File: config.mk
export PLATFORM = sky130hd
export DESIGN_NAME = lpm_mode_select
export DESIGN_NICKNAME = d
export VERILOG_FILES = /design/src/design/lpm_pkg.sv /design/src/design/lpm_wait_timer.sv /design/src/design/lpm_mode_select.sv
export SDC_FILE = /design/constraint.sdc
export NUM_CORES = 1
export LEC_CHECK = 0
export ABC_AREA = 1
export BUFFER_PORTS_ARGS = -buffer_cell sky130_fd_sc_hd__buf_2
export CELL_PAD_IN_SITES_DETAIL_PLACEMENT = 1
export CELL_PAD_IN_SITES_GLOBAL_PLACEMENT = 1
export CORE_MARGIN = 10
export CORE_UTILIZATION = 31
export DETAILED_ROUTE_END_ITERATION = 10
export GPL_TIMING_DRIVEN = 0
export PLACE_DENSITY_LB_ADDON = 0.1
export SKIP_LAST_GASP = 1
export SLEW_MARGIN = 30
export SYNTH_ARGS = -nofsm -noshare
export SYNTH_HDL_FRONTEND = slang
export SYNTH_SLANG_ARGS = --single-unit
File: constraint.sdc
create_clock -name clk_i -period 1.5 [get_ports clk_i]
set_input_delay 0.3 -clock clk_i [delete_from_list [all_inputs] [get_ports clk_i]]
set_output_delay 0.3 -clock clk_i [all_outputs]
set_load 0.01 [all_outputs]
File: src/design/lpm_pkg.sv
// Constants and types of the low-power mode select block
package lpm_pkg;

	// ----------------------------------------
	// Register map
	// ----------------------------------------
	localparam logic [7:0] LPM_CTRL_OFS = 8'h00;
	localparam logic [7:0] LPM_STAT_OFS = 8'h04;
	localparam logic [7:0] LPM_CTRL_RST = 8'h00;
	localparam int LPM_STBY_SEL_BIT = 7;
	localparam int LPM_WSEL_HI_BIT = 6;
	localparam int LPM_WSEL_LO_BIT = 4;
	localparam int LPM_LSR_BIT = 3;
	localparam logic [7:0] LPM_CTRL_WMASK = 8'hf8;

	// ----------------------------------------
	// Standby wait lengths in states
	// ----------------------------------------
	localparam int LPM_CNT_W = 18;
	localparam int LPM_WAIT_000 = 8192;
	localparam int LPM_WAIT_001 = 16384;
	localparam int LPM_WAIT_010 = 65536;
	localparam int LPM_WAIT_011 = 32768;
	localparam int LPM_WAIT_100 = 131072;
	localparam int LPM_WAIT_101 = 2;
	localparam int LPM_WAIT_110 = 16;
	localparam int LPM_WAIT_111 = 8;

	// ----------------------------------------
	// Types
	// ----------------------------------------
	typedef enum logic [6:0] {
		LPM_ACTIVE = 7'h01,
		LPM_SLEEP = 7'h02,
		LPM_SUB_ACTIVE = 7'h04,
		LPM_SUB_SLEEP = 7'h08,
		LPM_STANDBY = 7'h10,
		LPM_WATCH = 7'h20,
		LPM_SETTLE = 7'h40
	} lpm_mode_t;

	typedef struct packed {
		logic standby_select;
		logic wait_time_sel_hi;
		logic wait_time_sel_mid;
		logic wait_time_sel_lo;
		logic low_speed_resume;
		logic [2:0] rsvd;
	} lpm_ctrl_t;

	typedef struct packed {
		logic cyc;
		logic stb;
		logic we;
		logic [7:0] adr;
		logic [3:0] sel;
		logic [31:0] dat;
	} lpm_wb_req_t;

endpackage

File: src/design/lpm_wait_timer.sv
// Down counter that times the standby settle period
`timescale 1ns/1ps
module lpm_wait_timer
(
	// Clock and reset
	input wire logic clk_i,
	input wire logic rst_i,
	// Control
	input wire logic start_i,
	input wire logic [lpm_pkg::LPM_CNT_W-1:0] len_i,
	// Status
	output logic done_o
);
	logic [lpm_pkg::LPM_CNT_W-1:0] cnt_r;
	logic busy_r;

	assign done_o = busy_r && (cnt_r == '0);

	always_ff @(posedge clk_i)
	begin
		if (rst_i)
			busy_r <= 1'b0;
		else if (start_i)
			busy_r <= 1'b1;
		else if (done_o)
			busy_r <= 1'b0;
	end

	always_ff @(posedge clk_i)
	begin
		if (rst_i)
			cnt_r <= '0;
		else if (start_i)
			cnt_r <= len_i - 1'b1;
		else if (busy_r && cnt_r != '0)
			cnt_r <= cnt_r - 1'b1;
	end

endmodule // lpm_wait_timer

File: src/design/lpm_mode_select.sv
// Low-power mode select: control register, mode sequencer and settle wait
`timescale 1ns/1ps
module lpm_mode_select
#(
	parameter int WAIT_000 = lpm_pkg::LPM_WAIT_000,
	parameter int WAIT_001 = lpm_pkg::LPM_WAIT_001,
	parameter int WAIT_010 = lpm_pkg::LPM_WAIT_010,
	parameter int WAIT_011 = lpm_pkg::LPM_WAIT_011,
	parameter int WAIT_100 = lpm_pkg::LPM_WAIT_100,
	parameter int WAIT_110 = lpm_pkg::LPM_WAIT_110
)
(
	// Clock and reset
	input wire logic clk_i,
	input wire logic rst_i,
	// Wishbone slave
	input wire logic cyc_i,
	input wire logic stb_i,
	input wire logic we_i,
	input wire logic [7:0] adr_i,
	input wire logic [3:0] sel_i,
	input wire logic [31:0] dat_i,
	output logic [31:0] dat_o,
	output logic ack_o,
	// CPU events
	input wire logic sleep_exec_i,
	input wire logic wake_irq_i,
	input wire logic watch_enable_i,
	// Mode outputs
	output lpm_pkg::lpm_mode_t mode_o,
	output logic cpu_hold_o,
	output logic cpu_clk_sub_o
);
	lpm_pkg::lpm_wb_req_t req;
	lpm_pkg::lpm_ctrl_t ctrl_r;
	lpm_pkg::lpm_mode_t mode_r;
	lpm_pkg::lpm_mode_t mode_nxt;
	logic ack_r;
	logic [31:0] dat_r;
	logic acc;
	logic settle_start;
	logic settle_done;
	logic [lpm_pkg::LPM_CNT_W-1:0] wait_len;

	// ----------------------------------------
	// Wait length decode
	// ----------------------------------------
	function automatic logic [lpm_pkg::LPM_CNT_W-1:0] wait_states(input logic [2:0] code);
		int n;
		n = 0;
		unique case (code)
			3'h0: n = WAIT_000;
			3'h1: n = WAIT_001;
			3'h2: n = WAIT_010;
			3'h3: n = WAIT_011;
			3'h4: n = WAIT_100;
			3'h5: n = lpm_pkg::LPM_WAIT_101;
			3'h6: n = WAIT_110;
			3'h7: n = lpm_pkg::LPM_WAIT_111;
		endcase
		return n[lpm_pkg::LPM_CNT_W-1:0];
	endfunction

	assign wait_len = wait_states({ctrl_r.wait_time_sel_hi, ctrl_r.wait_time_sel_mid,
		ctrl_r.wait_time_sel_lo});

	// ----------------------------------------
	// Wishbone register access
	// ----------------------------------------
	assign req = '{cyc: cyc_i, stb: stb_i, we: we_i, adr: adr_i, sel: sel_i, dat: dat_i};
	assign acc = req.cyc && req.stb && !ack_r;
	assign ack_o = ack_r;
	assign dat_o = dat_r;

	always_ff @(posedge clk_i)
	begin
		if (rst_i)
			ack_r <= 1'b0;
		else
			ack_r <= acc;
	end

	always_ff @(posedge clk_i)
	begin
		if (rst_i)
			ctrl_r <= lpm_pkg::LPM_CTRL_RST;
		else if (acc && req.we && req.sel[0] && req.adr == lpm_pkg::LPM_CTRL_OFS)
			ctrl_r <= req.dat[7:0] & lpm_pkg::LPM_CTRL_WMASK;
	end

	always_ff @(posedge clk_i)
	begin
		if (rst_i)
			dat_r <= 32'h0000_0000;
		else if (acc && !req.we)
		begin
			if (req.adr == lpm_pkg::LPM_CTRL_OFS)
				dat_r <= {24'h00_0000, ctrl_r};
			else if (req.adr == lpm_pkg::LPM_STAT_OFS)
				dat_r <= {24'h00_0000, cpu_clk_sub_o, mode_r};
			else
				dat_r <= 32'h0000_0000;
		end
	end

	// ----------------------------------------
	// Mode sequencer
	// ----------------------------------------
	always_comb
	begin
		mode_nxt = mode_r;
		settle_start = 1'b0;
		unique case (mode_r)
			lpm_pkg::LPM_ACTIVE:
				if (sleep_exec_i)
				begin
					if (!ctrl_r.standby_select)
						mode_nxt = lpm_pkg::LPM_SLEEP;
					else if (watch_enable_i)
						mode_nxt = lpm_pkg::LPM_WATCH;
					else
						mode_nxt = lpm_pkg::LPM_STANDBY;
				end
			lpm_pkg::LPM_SUB_ACTIVE:
				if (sleep_exec_i)
					mode_nxt = ctrl_r.standby_select ? lpm_pkg::LPM_WATCH
						: lpm_pkg::LPM_SUB_SLEEP;
			lpm_pkg::LPM_SLEEP:
				if (wake_irq_i)
					mode_nxt = lpm_pkg::LPM_ACTIVE;
			lpm_pkg::LPM_SUB_SLEEP:
				if (wake_irq_i)
					mode_nxt = lpm_pkg::LPM_SUB_ACTIVE;
			lpm_pkg::LPM_STANDBY:
				if (wake_irq_i)
				begin
					mode_nxt = lpm_pkg::LPM_SETTLE;
					settle_start = 1'b1;
				end
			lpm_pkg::LPM_WATCH:
				if (wake_irq_i)
				begin
					if (ctrl_r.low_speed_resume)
						mode_nxt = lpm_pkg::LPM_SUB_ACTIVE;
					else
					begin
						mode_nxt = lpm_pkg::LPM_SETTLE;
						settle_start = 1'b1;
					end
				end
			lpm_pkg::LPM_SETTLE:
				if (settle_done)
					mode_nxt = lpm_pkg::LPM_ACTIVE;
			default:
				mode_nxt = lpm_pkg::LPM_ACTIVE;
		endcase
	end

	always_ff @(posedge clk_i)
	begin
		if (rst_i)
			mode_r <= lpm_pkg::LPM_ACTIVE;
		else
			mode_r <= mode_nxt;
	end

	lpm_wait_timer u_wait
	(
		.clk_i(clk_i),
		.rst_i(rst_i),
		.start_i(settle_start),
		.len_i(wait_len),
		.done_o(settle_done)
	);

	// ----------------------------------------
	// Outputs
	// ----------------------------------------
	assign mode_o = mode_r;
	assign cpu_hold_o = !(mode_r == lpm_pkg::LPM_ACTIVE || mode_r == lpm_pkg::LPM_SUB_ACTIVE);
	assign cpu_clk_sub_o = (mode_r == lpm_pkg::LPM_SUB_ACTIVE)
		|| (mode_r == lpm_pkg::LPM_SUB_SLEEP)
		|| (mode_r == lpm_pkg::LPM_WATCH && ctrl_r.low_speed_resume);

	int settle_cnt;
	always_ff @(posedge clk_i)
	begin
		if (rst_i || mode_r != lpm_pkg::LPM_SETTLE)
			settle_cnt <= 0;
		else
			settle_cnt <= settle_cnt + 1;
	end
endmodule // lpm_mode_select

== Yosys cells after proc, flatten, opt, wreduce, memory -nomap -nowiden ==
Memory sizes are Yosys's and may differ from the RTL's. A register that Yosys moved wholly into a read port is not among the register bits.
Cells that the tools add are included.
Storage, ports and cells
  RAM bits: 0
  bits of input ports: 52
  bits in registers: 64
  output and inout port bits: 42
  memories kept: 1
  latch bits: 0
  ROM bits: 64
Memory list
  (no name shown): depth 8, width 8, read ports 1, clocked after memory_dff 1, wr ports 0, RTL line lpm_mode_select.sv:51  | unique case (code)
Operators by class
  shift-type cells: 0
  order comparisons: 0
  div/mod/pow operators: 0
  multipliers: 0
  muxes and demuxes: 24
  add/subtract/negate cells: 2
  reduce and logical (&&, ||, !) cells: 21
  eq/ne operators: 15
  bitwise operators: 0
Operators by type and width (count)
  $mux W7: 8
  $pmux W7 S7: 1
  $mux W18: 2
  $sub A18 B1 Y18 const B: 2
  $logic_not A18 Y1: 1
  $mux W6: 3
  $reduce_bool A18 Y1: 1
  $mux W8: 2
  $ne A2 B2 Y1 const B: 7
  $logic_and A1 B1 Y1: 9
  $eq A8 B3 Y1 const B: 1
  $logic_not A8 Y1: 1
  $eq A7 B1 Y1 const B: 1
  $eq A7 B2 Y1 const B: 1
  $eq A7 B3 Y1 const B: 1
  $eq A7 B4 Y1 const B: 1
  $eq A7 B5 Y1 const B: 1
  $eq A7 B6 Y1 const B: 1
  $eq A7 B7 Y1 const B: 1
  $reduce_and A7 Y1: 1
  $mux W3: 2
  $mux W1: 5
  $reduce_bool A2 Y1: 2
  $logic_not A1 Y1: 3
  other kinds (2): 4

== Longest topological paths before layout ==
Gate-level depths: netlist of run 1.
  depth in word-level cells: 7
  gate-level depth with buffers: 11
  gate-level depth less buffers: 11

== Hierarchy ==
A second synthesis of run 1 with hierarchy kept.
Unflattened totals
  cell total of the unflattened synthesis: 474
  area, all modules: 3129.3 µm²
By module, submodules not included
  lpm_mode_select: cells an instance 227, area an instance 1624.1 µm², times used 1
  lpm_wait_timer: cells an instance 247, area an instance 1505.2 µm², times used 1

== Least setup slack after synthesis of run 1 ==
No wires, ideal clock.
  path kind: flip-flop to flip-flop
  start point: reg u_wait.cnt_r[0] in the netlist's numbering
  end point: reg u_wait.cnt_r[11] in the netlist's numbering
  arrival: 1.408 ns
  stages on the path, launching flop included: 11
  path buffers: 1
  slack: -0.022 ns
  clock period less this slack: 1.522 ns
  setup time: 0.115 ns
  cells stage by stage: dfxtp_1 > inv_1 > ha_1 > nand2_1 > nor2_4 > nand3_1 > nand2_2 > nand2_8 > buf_8 > o21ai_1 > nor2_1
Between the ends
  word-level cells in the longest chain between the ends: 3
  elaborated cells between the ends (all ways): 6
  classes of those cells: 1 x add/sub; 2 x mux; 3 x reduce/logical
RTL lines
  start, declared: RTL line lpm_wait_timer.sv:14  | logic [lpm_pkg::LPM_CNT_W-1:0] cnt_r;
  start signal, assigned: RTL line lpm_wait_timer.sv:34  | cnt_r <= len_i - 1'b1;
  start signal, assigned: RTL line lpm_wait_timer.sv:36  | cnt_r <= cnt_r - 1'b1;
  $sub A18 B1 Y18 / $reduce_bool A18 Y1 (equally long branches): RTL line lpm_wait_timer.sv:36, lpm_wait_timer.sv:35
  $mux W18 / $logic_and A1 B1 Y1 (equally long branches): RTL line lpm_wait_timer.sv:35  | else if (busy_r && cnt_r != '0)
  $mux W18 / $reduce_bool A2 Y1 (equally long branches)
Several ways; a longest one is shown, not always the timed one. The select of a mux whose other input is x is not followed.
A chain may end at the register's enable or synchronous reset.

== Worst setup path in the final report of run 1 ==
  start point: reg mode_r[1] (netlist: mode_o[1])
  end point: out cpu_hold_o
Between the ends
  word-level cells in the longest chain between the ends: 3
  elaborated cells between the ends (all ways): 4
  classes of those cells: 2 x eq/ne; 2 x reduce/logical
RTL lines
  start, declared: RTL line lpm_mode_select.sv:36  | lpm_pkg::lpm_mode_t mode_r;
  start signal, assigned: RTL line lpm_mode_select.sv:162  | mode_r <= lpm_pkg::LPM_ACTIVE;
  start signal, assigned: RTL line lpm_mode_select.sv:164  | mode_r <= mode_nxt;
  $eq A7 B1 Y1 / $eq A7 B3 Y1 (equally long branches): RTL line lpm_mode_select.sv:180  | assign cpu_hold_o = !(mode_r == lpm_pkg::LPM_ACTIVE || mode_r == lpm_pkg::LPM_SUB_ACTIVE);
  $logic_or A1 B1 Y1 (*): RTL line lpm_mode_select.sv:180
  $logic_not A1 Y1 (*): RTL line lpm_mode_select.sv:180
  end, declared: RTL line lpm_mode_select.sv:31  | output logic cpu_hold_o,
Mark *: on every way between the ends. The rest lies on a longest branch, timed or not.

==> results of run 1 <==
## per-stage QoR
stage	std cells	setup TNS [ps]	hold WS, ps
final	659	-2390	233
after global routing	659	-5710	229
after CTS	650	-2740	227
after detailed placement	604	-6880	456
after global placement	604	-5820	452
after floorplan	454	0	391
## flip-flops by register name, summed over array words and instances, names as in the netlist
| signal | cells |
|---|---|
| ack_o | 1 |
| dat_o | 8 |
| u_wait.busy_r | 1 |
| ctrl_r | 5 |
| mode_o | 7 |
| u_wait.cnt_r | 18 |
| wait_len | 8 |
## cells in the mapped netlist (2+ instances only)
cell        n
nand2_2     7
nand4_1     7
nand2_4     2
buf_4      24
o21ai_0    17
ha_1        4
a21oi_1    21
xnor2_1     7
a21oi_2     3
clkbuf_1    2
nor2_2      4
nand2_1   106
inv_1      39
xor2_1      5
nor2_4      4
o211ai_1    4
nand3b_1    2
nor2_1     77
o21ai_1     9
nor3_1      6
inv_2       5
dfxtp_1    48
nand3_1    16
## where the power goes
part	total (mW)	internal (mW)	switching, mW
clock	1.02	0.504	0.517
sequential	1.74	1.49	0.255
combinational	4.16	1.79	2.37
total	6.92	3.78	3.14
## placed cells by master, fill, tap and decap left out, types with 2 or more instances in the layout
cell	instances
a21oi_2	15
nor2_4	11
nand2_8	3
conb_1	24
clkbuf_1	2
nand3_4	2
o211ai_1	4
inv_2	10
inv_4	4
o21ai_0	14
inv_1	29
inv_6	2
nand4_1	7
nand3_2	7
o21ai_1	5
o21ai_2	8
xor2_1	5
buf_4	60
dfxtp_2	8
nand3_1	10
nor2_1	62
buf_6	9
xnor2_1	7
buf_2	38
nand2_2	12
nor2_2	12
nand3b_1	2
nor3_1	3
nand2_1	91
nor3_4	2
dfxtp_1	34
clkbuf_8	5
nor3_2	2
ha_1	3
dfxtp_4	6
a21oi_1	9
nand2_4	10
## logic make-up (layout without fill, tap and decap cells)
kind of cell,after synthesis,after routing,share of synthesized area
AO/OA/AOI/OAI,56,56,0.111
AND/OR/NAND/NOR,237,238,0.369
XOR/XNOR,12,12,0.0365
adder cells (fa/ha/maj),4,4,0.0174
buffers and inverters,73,166,0.131
other,1,24,0.00130
flip-flops,48,48,0.334
## how the worst max path moves through the flow
stage                                from          endpoint  slack (ps)  cells past startpoint
after floorplan           u_wait.cnt_r[0]  u_wait.cnt_r[11]          20                     10
after global placement    u_wait.cnt_r[0]  u_wait.cnt_r[17]        -230                     10
after detailed placement  u_wait.cnt_r[0]  u_wait.cnt_r[17]        -240                     10
after CTS                       mode_o[1]        cpu_hold_o        -180                      7
after global routing            mode_o[1]        cpu_hold_o        -290                      7
final                           mode_o[1]        cpu_hold_o        -200                      7
## area by class of cell
cell class,count,area share
flip-flops and latches,48,0.235
clock inverters,3,0.0110
repair buffers,86,0.148
plain buffers,27,0.0454
clock buffers,5,0.0163
multi-input cells,334,0.466
inverters,45,0.0454
well taps,111,0.0329
## per-layer routing
metal  vias to the layer above  global-route usage
met5                         -                   0
met4                         0              0.0317
met3                         7              0.0241
met2                        54               0.250
met1                      1450               0.189
li1                       1556                   -
## repair_timing
action,in CTS,in global routing
gates cloned,2,0
endpoints found under the setup margin,43,44
pin swaps,34,27
buffers inserted,36,12
gates resized for setup,94,39
==> results.sh, run 1 <==
export IMPL_outcome="complete, but fails checks"
export IMPL_failed_checks="negative setup slack"
export IMPL_fin_ws_ps=-200
export IMPL_wl_per_cell_um=15.4
export IMPL_hp_class="in -> reg"
export IMPL_synthCells=431
export IMPL_hold_violations=0
export IMPL_min_from="rst_i"
export IMPL_chipWidth_um=116
export IMPL_ys_seq_elements=48
export IMPL_dr_wl_met2_mm=4.96
export IMPL_pwr_density_cell_nw_per_um2=1640
export IMPL_finalCritPeriodShare=1.13
export IMPL_multiInputGateArea_um2=1960
export IMPL_grt_start_max_net_pins=17
export IMPL_leakagePower_nw=2.08
export IMPL_final_antenna_net_count=0
export IMPL_drt_initial_drc_count=86
export IMPL_synthTopCellsByArea="dfxtp_1, nand2_1, nor2_1"
export IMPL_fin_nets=603
export IMPL_cts_buffers_inserted=5
export IMPL_whs_path_depth=2
export IMPL_path_cells="inv_4 > nand2_4 > nor3_4 > nand2_1 > nand2_2 > inv_2 > buf_6"
export IMPL_tightest_slew_ps=783
export IMPL_grt_ovfl_total=0
export IMPL_netlist_area_leader_share=0.334
export IMPL_wl_met1_mm=4.71
export IMPL_dp_hpwl_mm=7.03
export IMPL_fmax_ghz=0.588
export IMPL_crit_arrival_ps=1400
export IMPL_cp_required_ps=1200
export IMPL_clock_skew_final_ps=9.44
export IMPL_path_class="reg -> out"
export IMPL_cpPeakStageDelay_ps=390
export IMPL_synth_main_ff_cell="dfxtp_1"
export IMPL_routed_wl_mm=10.1
export IMPL_clockBufferDepth=2
export IMPL_synth_area_per_cell_um2=6.68
export IMPL_syn_area_um2=2880
export IMPL_clock_sinks=48
export IMPL_vias_per_cell=4.65
export IMPL_relSlewSlack=0.478
export IMPL_synth_cell_types=35
export IMPL_portBuffers=39
export IMPL_coreArea_um2=9150
export IMPL_critPathBufInv=3
export IMPL_slowest_stage="dfxtp_4"
export IMPL_r2r_worst_path_cells=11
export IMPL_cts_root_buf="clkbuf_8"
export IMPL_reg2reg_slack_ps=-160
export IMPL_setup_violations_final=28
export IMPL_end_kind="output port"
export IMPL_whs_endpoint="ctrl_r[4]"
export IMPL_rows=35
export IMPL_grt_pass1_wl_mm=15.9
export IMPL_regArea_um2=993
export IMPL_drive_above_1_share=0.427
export IMPL_start_util=0.315
export IMPL_cp_max_fo=5
export IMPL_slew_viol_final=0
export IMPL_period_minus_slack_ps=1700
export IMPL_p_total_mw=6.92
export IMPL_maxUsedRoutingLayer="met4"
export IMPL_seq_area_frac_synth=0.334
export IMPL_async_flop_share=0
export IMPL_wl_met3_um=387
export IMPL_yosysTopAreaCell="dfxtp_1"
export IMPL_die_area_um2=13500
export IMPL_die_height_um=116
export IMPL_cts_hold_buffers=0
export IMPL_fillerInstances=1170
export IMPL_num_io_pins=94
export IMPL_stdcell_area_um2=4220
export IMPL_grt_usage=0.147
export IMPL_diodes=0
export IMPL_r2r_start="u_wait.cnt_r[0]"
export IMPL_ir_worst_vdd_uv=1050
export IMPL_synth_edf_count=0
export IMPL_r2r_end="mode_o[3]"
export IMPL_ys_warn_count=0
export IMPL_start_kind="flip-flop"
export IMPL_cts_tree="yes"
export IMPL_place_gp_congestion=0.799
export IMPL_dpl_cell_area_um2=3310
export IMPL_vias=3067
export IMPL_antenna_found_initial=0
export IMPL_area_growth_syn_to_layout_pct=46.5
export IMPL_htree_levels=2
export IMPL_preCtsSetupSlack_ps=-239
export IMPL_clock_latency_ps=310
export IMPL_maxCapViolCount=0
export IMPL_path_clk_slew_ps=110
export IMPL_final_util=0.461
export IMPL_crit_family="simple AND/OR/NAND/NOR gates"
export IMPL_drtPass1Iterations=4
export IMPL_rsz0062_at_grt="true"
export IMPL_drc=0
export IMPL_grt_pass1_vias=3141
(Power assumes the default switching activity.)
==> inputs of run 2 (changes only) <==
--- a/config.mk
+++ b/config.mk
@@ -13,7 +13,7 @@
 export CORE_UTILIZATION = 31
 export DETAILED_ROUTE_END_ITERATION = 10
 export GPL_TIMING_DRIVEN = 0
-export PLACE_DENSITY_LB_ADDON = 0.1
+export PLACE_DENSITY = 0.77
 export SKIP_LAST_GASP = 1
 export SLEW_MARGIN = 30
 export SYNTH_ARGS = -nofsm -noshare
==> run 2 against run 1 <==
Compared with the run above:
- the flow still finishes with violations (negative setup slack)
- core utilization up 2.8 points
- clock power down 15%
- highest routed layer unchanged
- design area up 6.0%
- clock-buffer cell count up 2
- via count up 7.3%
- largest cell class unchanged
- power up 9.1%
==> results.sh, run 2 (synthesis gave the netlist of run 1 again) <==
export IMPL_outcome="complete, but fails checks"
export IMPL_failed_checks="negative setup slack"
export IMPL_fin_ws_ps=-252
export IMPL_coreArea_um2=9150
export IMPL_start_util=0.315
export IMPL_cts_buffers_inserted=5
export IMPL_pwr_density_cell_nw_per_um2=1690
export IMPL_relSlewSlack=0.489
export IMPL_path_cells="nor2_4 > nand2_2 > nor2_4 > a21oi_2 > nand2_2 > buf_6"
export IMPL_regMostFlops="u_wait.cnt_r"
export IMPL_dp_hpwl_mm=6.81
export IMPL_largest_reg_flops=18
export IMPL_cts_hold_buffers=0
export IMPL_whs_endpoint="ctrl_r[7]"
export IMPL_period_minus_slack_ps=1750
export IMPL_cts_root_buf="clkbuf_8"
export IMPL_portBuffers=39
export IMPL_clkPwrFrac=0.114
export IMPL_grt_ovfl_total=0
export IMPL_vias_per_cell=4.93
export IMPL_wl_per_cell_um=18.1
export IMPL_cpPeakStageDelay_ps=390
export IMPL_r2r_end="u_wait.cnt_r[14]"
export IMPL_grt_pass1_wl_mm=16.9
export IMPL_tightest_slew_ps=766
export IMPL_min_from="dat_i[7]"
export IMPL_reg2reg_slack_ps=-210
export IMPL_place_gp_congestion=0.824
export IMPL_routed_wl_mm=12.1
export IMPL_p_int_mw=3.95
export IMPL_fmax_ghz=0.571
export IMPL_ir_worst_vdd_uv=1130
export IMPL_hold_violations=0
export IMPL_slowest_stage="dfxtp_4"
export IMPL_dpl_cell_area_um2=3310
export IMPL_antenna_found_initial=0
export IMPL_cp_required_ps=1200
export IMPL_preCtsSetupSlack_ps=-283
export IMPL_num_io_pins=94
export IMPL_crit_arrival_ps=1450
export IMPL_cts_tree="yes"
export IMPL_drive_above_1_share=0.485
export IMPL_maxCapViolCount=0
export IMPL_vias=3291
export IMPL_diodes=0
export IMPL_drc=0
export IMPL_die_area_um2=13500
export IMPL_grt_usage=0.157
export IMPL_r2r_start="mode_o[6]"
export IMPL_hp_class="in -> reg"
export IMPL_switchingPower_mw=3.60
export IMPL_clock_sinks=48
export IMPL_die_height_um=116
export IMPL_drt_initial_drc_count=134
export IMPL_grt_pass1_vias=3395
export IMPL_fin_cells=668
export IMPL_hold_slack_ps=318
export IMPL_path_class="reg -> out"
export IMPL_final_cell_mix="nand2_1, buf_4, nor2_1, buf_2, dfxtp_1"
export IMPL_path_clk_slew_ps=100
export IMPL_final_antenna_net_count=0
export IMPL_whs_path_depth=3
export IMPL_chipWidth_um=116
export IMPL_leakagePower_nw=2.15
export IMPL_drtPass1Iterations=4
export IMPL_finalCritPeriodShare=1.17
export IMPL_clock_skew_final_ps=11.3
export IMPL_final_common_cell="nand2_1"
export IMPL_p_comb_frac=0.650
export IMPL_cp_max_fo=5
export IMPL_fin_nets=612
export IMPL_final_util=0.489
export IMPL_slew_viol_final=0
export IMPL_p_sw_frac=0.477
export IMPL_r2r_worst_path_cells=11
export IMPL_clock_latency_ps=320
export IMPL_rows=35
export IMPL_stdcell_area_um2=4470
export IMPL_clockBufferDepth=2
export IMPL_rsz0062_at_grt="true"
export IMPL_grt_start_max_net_pins=15
export IMPL_tns_ps=-4820
export IMPL_p_total_mw=7.55
export IMPL_sequentialPowerShare=0.236
export IMPL_htree_levels=2
export IMPL_dp_cells=604
export IMPL_end_kind="output port"
export IMPL_area_growth_syn_to_layout_pct=55.3
export IMPL_setup_violations_final=38
export IMPL_start_kind="flip-flop"
==> run 2: changes by cell type in the layout (fill, tap and decap cells not counted), sizes merged <==
cell / previous run / this run
clkbuf: 7 / 9
bufinv: 1 / 0
inv: 46 / 45
buf: 111 / 120
==> run 2: power by group through the flow <==
stage          registers [mW]  logic [mW]  clock network, mW
6_report                 1.78        4.91              0.863
5_1_grt                  1.80        5.31              0.932
4_1_cts                  1.71        3.53              0.854
3_5_place_dp             1.67        2.79                  0
3_3_place_gp             1.66        2.69                  0
2_1_floorplan            1.66        2.09                  0
==> run 2: critical path, delay by kind of cell, from the launching register on <==
kind	cells	cell delay [ps]
DFF	1	390
AOI/OAI and AO/OA	1	130
and+or+nand+nor	4	510
buffers and inverters	1	100
==> run 2: worst max path at each step <==
| stage | from | end | cells past startpoint |
|---|---|---|---|
| after floorplan | u_wait.cnt_r[0] | u_wait.cnt_r[11] | 10 |
| after global placement | adr_i[7] | wait_len[17] | 9 |
| after detailed placement | adr_i[7] | wait_len[17] | 9 |
| after CTS | mode_o[6] | cpu_hold_o | 7 |
| after global routing | mode_o[6] | cpu_hold_o | 7 |
| final | mode_o[6] | cpu_clk_sub_o | 6 |
==> run 2: final cells by class <==
class                   count  area, µm²
plain buffers              28        206
clock buffers               7       86.3
clock inverters             1       7.51
fillers                  1136       4680
inverters                  45        191
multi-input cells         334       2140
flip-flops and latches     48       1010
well taps                 111        139
repair buffers             94        689
==> run 2: what timing repair did <==
action                                  4_1_cts  5_1_grt
buffers inserted                             34       23
endpoints found under the setup margin       43       44
resized for setup                            84      110
pin swaps                                    36       52
gates cloned                                  2        0
==> run 2: routing by layer <==
layer,global-route usage,share of wire,vias to the layer above
met4,0.0534,0.046,0
met5,0,0,-
met1,0.165,0.36,1594
met2,0.303,0.55,85
met3,0.0308,0.036,40
li1,-,-,1572
